==> src/design/bss_pkg.sv <==
// Package for the buck start-up and fault sequencer
package bss_pkg;
	// Clock and switching timing
	localparam int unsigned CLK_HZ = 40000000;
	localparam int unsigned CLK_NS = 25;
	localparam int unsigned PERIOD_CYC = 64;
	localparam int unsigned PERIOD_W = 6;
	localparam int unsigned EIGHTH_CYC = PERIOD_CYC / 8;
	localparam int unsigned DUTY_W = 4;
	localparam logic [3:0] DUTY_FULL = 4'h8;
	// Pre-bias stepping
	localparam int unsigned STEP_PULSES = 16;
	localparam logic [3:0] STEP_FIRST = 4'h1;
	// Current sampling
	localparam int unsigned SAMPLE_WIN_NS = 30;
	localparam int unsigned SAMPLE_WIN_CYC = (SAMPLE_WIN_NS + CLK_NS - 1) / CLK_NS;
	localparam int unsigned SHORT_DELAY_NS = 40;
	localparam int unsigned SHORT_DELAY_CYC = (SHORT_DELAY_NS + CLK_NS - 1) / CLK_NS;
	// Soft-start ramp: 0.4 mV/us to 1.5 V, 0.1 mV code units
	localparam int unsigned SS_RATE_UV_PER_US = 400;
	localparam int unsigned SS_END_MV = 1500;
	localparam int unsigned SS_W = 15;
	localparam logic [14:0] SS_END_CODE = 15'h3a98;
	localparam int unsigned SS_TICK_CYC = CLK_HZ / 4000000;
	// Hiccup
	localparam int unsigned HICCUP_US = 20480;
	localparam int unsigned HICCUP_CYC = HICCUP_US * (CLK_HZ / 1000000);
	// Gate bias selection
	localparam int unsigned ZC_RUN = 256;
	localparam int unsigned ZC_W = 9;
	// Current limit select strap encodings
	typedef enum logic [1:0] {
		BSS_LIM_LOW = 2'b00,
		BSS_LIM_MID = 2'b01,
		BSS_LIM_HIGH = 2'b10
	} bss_limit_e;
	// Comparator results from the power stage
	typedef struct packed {
		logic supply_ok;
		logic enable_ok;
	} bss_comp_s;
	// Sequencer states
	typedef enum logic [1:0] {
		BSS_OFF = 2'b00,
		BSS_START = 2'b01,
		BSS_RUN = 2'b10,
		BSS_HICCUP = 2'b11
	} bss_state_e;
endpackage

==> src/design/bss_sequencer.sv <==
// Start-up, pre-bias, current limit hiccup and gate bias sequencer
// Operation
// - Drivers off while supply or enable low
// - Ready flag when all valid; starts soft-start
// - Turn on needs enable and supply valid
// - Enable below shutdown threshold turns drivers off
// - Low side off until first high pulse
// - Low side pulse widens in eighths
// - Sixteen pulses per pre-bias step
// - Soft-start ramps 0.4 mV/us to 1.5 V
// - Overcurrent protection active during soft-start
// - Strap selects one of three limits
// - Sample 30 ns window eighth before valley
// - Short low side: sample 40 ns in
// - Sample above limit flags overcurrent
// - Overcurrent: latch flag, zero ramp, hiccup
// - Hiccup end clears flag, restarts soft-start
// - Light load low bias, else high
// - Low bias after 256 consecutive crossings
// - Missed crossing resets count, high bias
// - High bias on turn-on; low when disabled
`timescale 1ns/1ps
module bss_sequencer
	import bss_pkg::*;
#(
	parameter int unsigned HICCUP_CYCLES = bss_pkg::HICCUP_CYC
)
(
	// Clock and reset
	input wire logic clock,
	input wire logic sys_rst,
	// Comparators and straps
	input wire bss_pkg::bss_comp_s comp,
	input wire bss_pkg::bss_limit_e current_limit_select,
	input wire logic [3:0] duty_demand,
	input wire logic valley_over_low,
	input wire logic valley_over_mid,
	input wire logic valley_over_high,
	input wire logic neg_crossing,
	input wire logic overvoltage,
	// Drivers and status
	output logic high_side_drive,
	output logic low_side_drive,
	output logic [14:0] soft_start_ref,
	output logic overcurrent_flag,
	output logic power_on_ready,
	output logic gate_bias_high,
	output logic sample_strobe
);
	import bss_pkg::*;

	// ==========================================================
	// Power-on ready
	bss_state_e state_ff;
	bss_state_e nxt_state;
	logic por_ff;
	logic all_ok;
	assign all_ok = comp.supply_ok & comp.enable_ok;

	always_ff @(posedge clock)
	begin
		if (sys_rst)
			por_ff <= 1'b0;
		else
			por_ff <= all_ok;
	end

	// ==========================================================
	// Switching period counter
	logic [PERIOD_W-1:0] phase_ff;
	logic period_end;
	assign period_end = (phase_ff == PERIOD_W'(PERIOD_CYC - 1));

	always_ff @(posedge clock)
	begin
		if (sys_rst)
			phase_ff <= '0;
		else
			phase_ff <= period_end ? '0 : phase_ff + 1'b1;
	end

	// ==========================================================
	// Soft-start ramp
	logic [SS_W-1:0] ss_ff;
	logic [3:0] tick_ff;
	logic ss_done;
	assign ss_done = (ss_ff == SS_END_CODE);

	always_ff @(posedge clock)
	begin
		// The ramp holds its end code in run and only drops in off or hiccup
		if (sys_rst || !por_ff || state_ff == BSS_OFF || state_ff == BSS_HICCUP)
		begin
			ss_ff <= '0;
			tick_ff <= '0;
		end
		else if (tick_ff == 4'(SS_TICK_CYC - 1))
		begin
			tick_ff <= '0;
			if (!ss_done)
				ss_ff <= ss_ff + 1'b1;
		end
		else
			tick_ff <= tick_ff + 1'b1;
	end

	// ==========================================================
	// Overcurrent sampling
	logic [3:0] ls_duty;
	logic [PERIOD_W-1:0] ls_start;
	logic [PERIOD_W-1:0] samp_at;
	logic in_window;
	logic over_sel;
	logic oc_event;
	logic [1:0] win_ff;
	logic active;
	assign active = (state_ff == BSS_START) || (state_ff == BSS_RUN);

	always_comb
	begin
		ls_start = PERIOD_W'(PERIOD_CYC) - PERIOD_W'(ls_duty * EIGHTH_CYC);
		if (ls_duty <= 4'h1)
			samp_at = ls_start + PERIOD_W'(SHORT_DELAY_CYC);
		else
			samp_at = PERIOD_W'(PERIOD_CYC - EIGHTH_CYC - SAMPLE_WIN_CYC);
	end

	always_ff @(posedge clock)
	begin
		if (sys_rst)
			win_ff <= '0;
		else if (phase_ff == samp_at && low_side_drive)
			win_ff <= 2'(SAMPLE_WIN_CYC);
		else if (win_ff != '0)
			win_ff <= win_ff - 1'b1;
	end
	assign in_window = (win_ff != '0);

	always_comb
	begin
		case (current_limit_select)
			BSS_LIM_LOW: over_sel = valley_over_low;
			BSS_LIM_HIGH: over_sel = valley_over_high;
			default: over_sel = valley_over_mid;
		endcase
	end
	// Sampling active in start and run alike
	assign oc_event = in_window & over_sel & low_side_drive & active;

	// ==========================================================
	// Sequencer state machine
	logic [31:0] hic_ff;
	always_comb
	begin
		nxt_state = state_ff;
		case (state_ff)
			BSS_OFF: if (por_ff) nxt_state = BSS_START;
			BSS_START: if (oc_event || overvoltage) nxt_state = BSS_HICCUP;
				else if (ss_done) nxt_state = BSS_RUN;
			BSS_RUN: if (oc_event || overvoltage) nxt_state = BSS_HICCUP;
			BSS_HICCUP: if (hic_ff == HICCUP_CYCLES - 1) nxt_state = BSS_START;
			default: nxt_state = BSS_OFF;
		endcase
		if (!por_ff)
			nxt_state = BSS_OFF;
	end

	always_ff @(posedge clock)
	begin
		if (sys_rst)
			state_ff <= BSS_OFF;
		else
			state_ff <= nxt_state;
	end

	always_ff @(posedge clock)
	begin
		if (sys_rst || state_ff != BSS_HICCUP)
			hic_ff <= '0;
		else
			hic_ff <= hic_ff + 1;
	end

	always_ff @(posedge clock)
	begin
		if (sys_rst)
			overcurrent_flag <= 1'b0;
		else if (oc_event)
			overcurrent_flag <= 1'b1;
		else if (state_ff == BSS_HICCUP && nxt_state != BSS_HICCUP)
			overcurrent_flag <= 1'b0;
	end

	// ==========================================================
	// Pre-bias stepping
	logic first_hs_ff;
	logic [3:0] step_ff;
	logic [4:0] pulse_ff;

	always_ff @(posedge clock)
	begin
		if (sys_rst || !por_ff || !active)
		begin
			first_hs_ff <= 1'b0;
			step_ff <= STEP_FIRST;
			pulse_ff <= '0;
		end
		else
		begin
			// The high pulse ends well before the period end, so watch every cycle
			if (high_side_drive)
				first_hs_ff <= 1'b1;
			if (period_end && first_hs_ff && step_ff < duty_demand)
			begin
				if (pulse_ff == 5'(STEP_PULSES - 1))
				begin
					pulse_ff <= '0;
					step_ff <= step_ff + 1'b1;
				end
				else
					pulse_ff <= pulse_ff + 1'b1;
			end
		end
	end

	always_comb
	begin
		if (!first_hs_ff)
			ls_duty = 4'h0;
		else if (step_ff < duty_demand)
			ls_duty = step_ff;
		else
			ls_duty = duty_demand;
	end

	// ==========================================================
	// Driver outputs
	logic [3:0] hs_duty;
	assign hs_duty = DUTY_FULL - duty_demand;

	always_ff @(posedge clock)
	begin
		if (sys_rst || !all_ok || !active)
		begin
			high_side_drive <= 1'b0;
			low_side_drive <= 1'b0;
		end
		else
		begin
			high_side_drive <= phase_ff < PERIOD_W'(hs_duty * EIGHTH_CYC);
			low_side_drive <= phase_ff >= ls_start && ls_duty != 4'h0;
		end
	end

	// ==========================================================
	// Gate bias selection
	logic [ZC_W-1:0] zc_ff;
	logic ls_prev_ff;
	logic ls_fall;
	assign ls_fall = ls_prev_ff & ~low_side_drive;

	always_ff @(posedge clock)
	begin
		if (sys_rst)
			ls_prev_ff <= 1'b0;
		else
			ls_prev_ff <= low_side_drive;
	end

	always_ff @(posedge clock)
	begin
		if (sys_rst || !por_ff)
		begin
			zc_ff <= '0;
			gate_bias_high <= 1'b0;
		end
		else if (state_ff == BSS_OFF)
		begin
			zc_ff <= '0;
			gate_bias_high <= 1'b1;
		end
		else if (ls_fall)
		begin
			if (!neg_crossing)
			begin
				zc_ff <= '0;
				gate_bias_high <= 1'b1;
			end
			else if (zc_ff == ZC_W'(ZC_RUN - 1))
				gate_bias_high <= 1'b0;
			else
				zc_ff <= zc_ff + 1'b1;
		end
	end

	// ==========================================================
	// Registered status outputs
	always_ff @(posedge clock)
	begin
		if (sys_rst)
		begin
			soft_start_ref <= '0;
			power_on_ready <= 1'b0;
			sample_strobe <= 1'b0;
		end
		else
		begin
			soft_start_ref <= ss_ff;
			power_on_ready <= por_ff;
			sample_strobe <= in_window;
		end
	end

	// ==========================================================
	// Checks
	property p_drv_off;
		@(posedge clock) disable iff (sys_rst)
		!all_ok |=> !high_side_drive && !low_side_drive;
	endproperty
	a_drv_off: assert property (p_drv_off) else $error("drivers on while invalid");

	property p_por;
		@(posedge clock) disable iff (sys_rst)
		$rose(por_ff) |-> $past(all_ok);
	endproperty
	a_por: assert property (p_por) else $error("ready without valid inputs");

	property p_ls_first;
		@(posedge clock) disable iff (sys_rst)
		!first_hs_ff |=> !low_side_drive;
	endproperty
	a_ls_first: assert property (p_ls_first) else $error("low side before high");

	property p_ss_mono;
		@(posedge clock) disable iff (sys_rst)
		state_ff == BSS_START && $past(state_ff) == BSS_START |-> ss_ff >= $past(ss_ff);
	endproperty
	a_ss_mono: assert property (p_ss_mono) else $error("ramp not rising");

	property p_oc_latch;
		@(posedge clock) disable iff (sys_rst)
		oc_event && por_ff |=> overcurrent_flag && state_ff == BSS_HICCUP;
	endproperty
	a_oc_latch: assert property (p_oc_latch) else $error("overcurrent not latched");

	property p_ovp;
		@(posedge clock) disable iff (sys_rst)
		overvoltage && active && por_ff |=> state_ff == BSS_HICCUP;
	endproperty
	a_ovp: assert property (p_ovp) else $error("overvoltage not acted upon");

	property p_hic_zero;
		@(posedge clock) disable iff (sys_rst)
		state_ff == BSS_HICCUP |=> ss_ff == '0;
	endproperty
	a_hic_zero: assert property (p_hic_zero) else $error("ramp not held low");

	property p_step;
		@(posedge clock) disable iff (sys_rst)
		step_ff != $past(step_ff) && por_ff && $past(active) |->
			$past(pulse_ff) == 5'(STEP_PULSES - 1);
	endproperty
	a_step: assert property (p_step) else $error("step after wrong count");

	property p_bias_miss;
		@(posedge clock) disable iff (sys_rst)
		por_ff && state_ff != BSS_OFF && ls_fall && !neg_crossing |=> gate_bias_high;
	endproperty
	a_bias_miss: assert property (p_bias_miss) else $error("bias not restored");

	property p_por_clear;
		@(posedge clock) disable iff (sys_rst)
		!por_ff |=> step_ff == STEP_FIRST && pulse_ff == '0;
	endproperty
	a_por_clear: assert property (p_por_clear) else $error("counters not cleared");
endmodule

==> config.mk <==
export PLATFORM = sky130hd
export DESIGN_NAME = bss_sequencer
export DESIGN_NICKNAME = d
export VERILOG_FILES = /design/src/design/bss_pkg.sv /design/src/design/bss_sequencer.sv
export SDC_FILE = /design/constraint.sdc
export NUM_CORES = 1
export LEC_CHECK = 0
export BUFFER_PORTS_ARGS = -buffer_cell sky130_fd_sc_hd__buf_2
export CELL_PAD_IN_SITES_DETAIL_PLACEMENT = 2
export CELL_PAD_IN_SITES_GLOBAL_PLACEMENT = 2
export CORE_MARGIN = 2
export CORE_UTILIZATION = 37
export CTS_CLUSTER_SIZE = 30
export DETAILED_ROUTE_END_ITERATION = 16
export PLACE_DENSITY_LB_ADDON = 0.25
export SETUP_SLACK_MARGIN = 0.02
export SLEW_MARGIN = 20
export SYNTH_ARGS = -nofsm -noshare
export SYNTH_HDL_FRONTEND = slang
export SYNTH_SLANG_ARGS = --single-unit
==> constraint.sdc <==
create_clock -name clock -period 3.4 [get_ports clock]
set_clock_uncertainty 0.15 [all_clocks]
set_input_delay 0.17 -clock clock [delete_from_list [all_inputs] [get_ports clock]]
set_output_delay 0.17 -clock clock [all_outputs]
set_load 0.02 [all_outputs]
==> results.toml <==
[run_status]
status = "finished, final reports clean"

[route]
drt_iter0_drc = 140
route.detailed.drc = 0
vias = 4116
vias_per_cell = 5.35
wirelength_um = 13400
first_pass_iters = 4
wl_per_cell_um = 17.4
detail-route-antenna-nets = 0

[final_layout]
drive_gt1_share_pct = 11.6
fin_nets = 633
area_growth_pct = 15.0
n_antenna_cell = 0

[power_and_ir_drop]
power.density_mw_per_mm2 = 438
p_total_uw = 2430
irDropWorstVdd_mv = 0.303
leakage_uw = 0.00203

[sta]
rsz0062_at_grt = "false"
worstMarginPinSlew_ns = 0.880
period_minus_slack_ns = 3.07
min_period_over_period_pct = 90.3
drv_slew = 0
fmax_ghz = 0.326
slew-limit-headroom_pct = 40.8
setup_viol = 0
hold_viol = 0
tns_ns = 0

[placement]
globalplace.congestion = 0.840
dpl.hpwl_um = 9590
numPortBuffers = 35

[yosys]
synth_flop_cell = "dfxtp_1"
synthArstFlopShare_pct = 0
synth_cells = 552
ys_seq_area_share_pct = 42.8
syn_area_mm2 = 0.00482
synth_edf_count = 0
ys_ff_latch = 103
synth_cell_type_count = 52
yosysWarnings = 0
synth_nets = 593
synth.avg_cell_area_um2 = 8.73

[worst_setup_path]
arrival_ns = 3.18
end_kind = "flop"
cp-start-kind = "flop"
crit_fanout = 7
crit_type = "flop to flop"
cp.required_ns = 3.51

[floorplanning]
row_count = 41
dieArea_mm2 = 0.0140
start_util_pct = 38.0
die_w_um = 118
dieHeight_um = 118
core-area_mm2 = 0.0127
ios = 36

[run]
cap_violations = 0

[clock_network]
hold_buffers = 3
tritoncts = "yes"
h-tree-depth = 3
cts.sinks = 103
clkTransAtPathRegs_ns = 0.07
cts_resized = 0
root_buffer = "clkbuf_16"
clkLatencyLatePin_ns = 0.36
cts_setup_buffers = 0
clk_path_buf_depth = 2
cts_made_buffers = 9

[global_routing]
grt_overflow = 0
grtUsageTotal_pct = 20.3
grt_pass1_vias = 4579
grt_max_degree = 24
antenna_found_initial = 1
grt_pass1_wl_um = 22900

[min_path]
hold_path.class = "primary input to flop"
[cell usage in the layout (no fill, tap or decap), types with 6 or more instances in the layout]
cell type	count
a21oi_1	27
and3_1	16
buf_2	35
clkbuf_16	9
dfxtp_1	103
ha_1	26
inv_1	28
nand2_1	38
nand2b_1	6
nand3_1	25
nand4_1	17
nor2_1	77
nor2b_1	15
nor3_1	12
nor4_1	6
o21ai_0	18
or3_1	10
xnor2_1	23
xor2_1	26
[path summary, 6_finish.rpt]
check,depth (start not counted),endpoint,from,slack (ns)
setup / recovery,10,win_ff[0]$_SDFFE_PP0N_,step_ff[3]$_SDFFE_PP0P_,0.33
hold / removal,2,soft_start_ref[0]$_SDFF_PP0_,sys_rst,0.1
hold reg to reg,1,hic_ff[0]$_SDFF_PP0_,hic_ff[0]$_SDFF_PP0_,0.31
setup reg to reg,10,win_ff[0]$_SDFFE_PP0N_,step_ff[3]$_SDFFE_PP0P_,0.33
[layer usage]
layer	part of all wire, %	wire length [um]	track usage (%)
met1	43	5740	22.8
met2	52	7040	37.2
met3	2.5	332	4.49
met4	2.2	296	7.61
met5	0.052	7	0
[flip-flops by register name, summed over array words and instances (netlist names), 4 cells and up]
| register | cells |
|---|---|
| zc_ff | 9 |
| hic_ff | 32 |
| soft_start_ref | 15 |
| step_ff | 4 |
| tick_ff | 4 |
| pulse_ff | 5 |
| ss_ff | 15 |
| phase_ff | 6 |
[final cells by class]
class / count / area (um2)
fill: 1432 / 7130
multi-input combinational: 410 / 2610
sequential: 103 / 2060
clock buffer: 10 / 239
timing repair buffer: 40 / 220
tap: 172 / 215
inverter: 28 / 105
clock inverter: 6 / 91.3
[power breakdown]
part	leakage [uW]	switching (uW)	internal (uW)
sequential	0.000830	4.82	1210
clock	0.000163	488	671
combinational	0.00104	31.6	22.9
total	0.00203	524	1900
[critical path, cell delays in order, from the launching register on]
cell       delay, ns
dfxtp_1         0.35
ha_1            0.41
o211ai_1        0.18
o21ai_1         0.27
mux2_2          0.37
nand2_1         0.09
ha_1            0.28
o21ai_0         0.17
a31oi_1         0.24
o32ai_2         0.12
a2111oi_2       0.35
[cells in the mapped netlist, drive strengths merged (3+ instances only)]
cell type	n	share of area, %
dfxtp	103	43
nor2	77	6.0
nand2	38	3.0
inv	28	2.2
a21oi	27	2.8
ha	26	6.7
xor2	26	4.7
nand3	25	2.6
xnor2	23	4.2
o21ai	20	2.1
nand4	17	2.2
and3	16	2.1
nor2b	15	1.9
nor3	12	1.2
clkbuf	10	0.78
or3	10	1.3
nor4	7	1.0
a31oi	6	0.91
nand2b	6	0.78
nand4b	5	0.91
a31o	4	0.73
and2	4	0.52
and4	4	0.73
nor3b	4	0.62
nor4bb	4	0.83
a211oi	3	0.47
mux2	3	0.70
mux2i	3	0.62
[through the flow]
stage	instance area, um2	hold slack [ns]	setup slack, ns	utilization, %	cells
floorplan	4820	0.186	0.521	-	552
global placement	5180	0.288	0.618	40.9	750
detailed placement	5180	0.298	0.384	40.9	750
CTS	5550	0.0881	0.354	43.8	769
global route	5550	0.121	0.0889	43.8	769
finish	5550	0.0978	0.329	43.8	769
[logic make-up (layout without fill, tap and decap cells)]
family          count (synthesis)  in the layout  share of synthesized area [%]
buf+inv                        39             84                           3.04
simple gates                  249            249                           26.6
xor+xnor                       49             49                           8.90
flops                         103            103                           42.8
mux                             6              6                           1.32
fa+ha+maj                      26             26                           6.75
compound gates                 80             80                           10.7
Note: power is estimated with default switching activity, not from simulation.
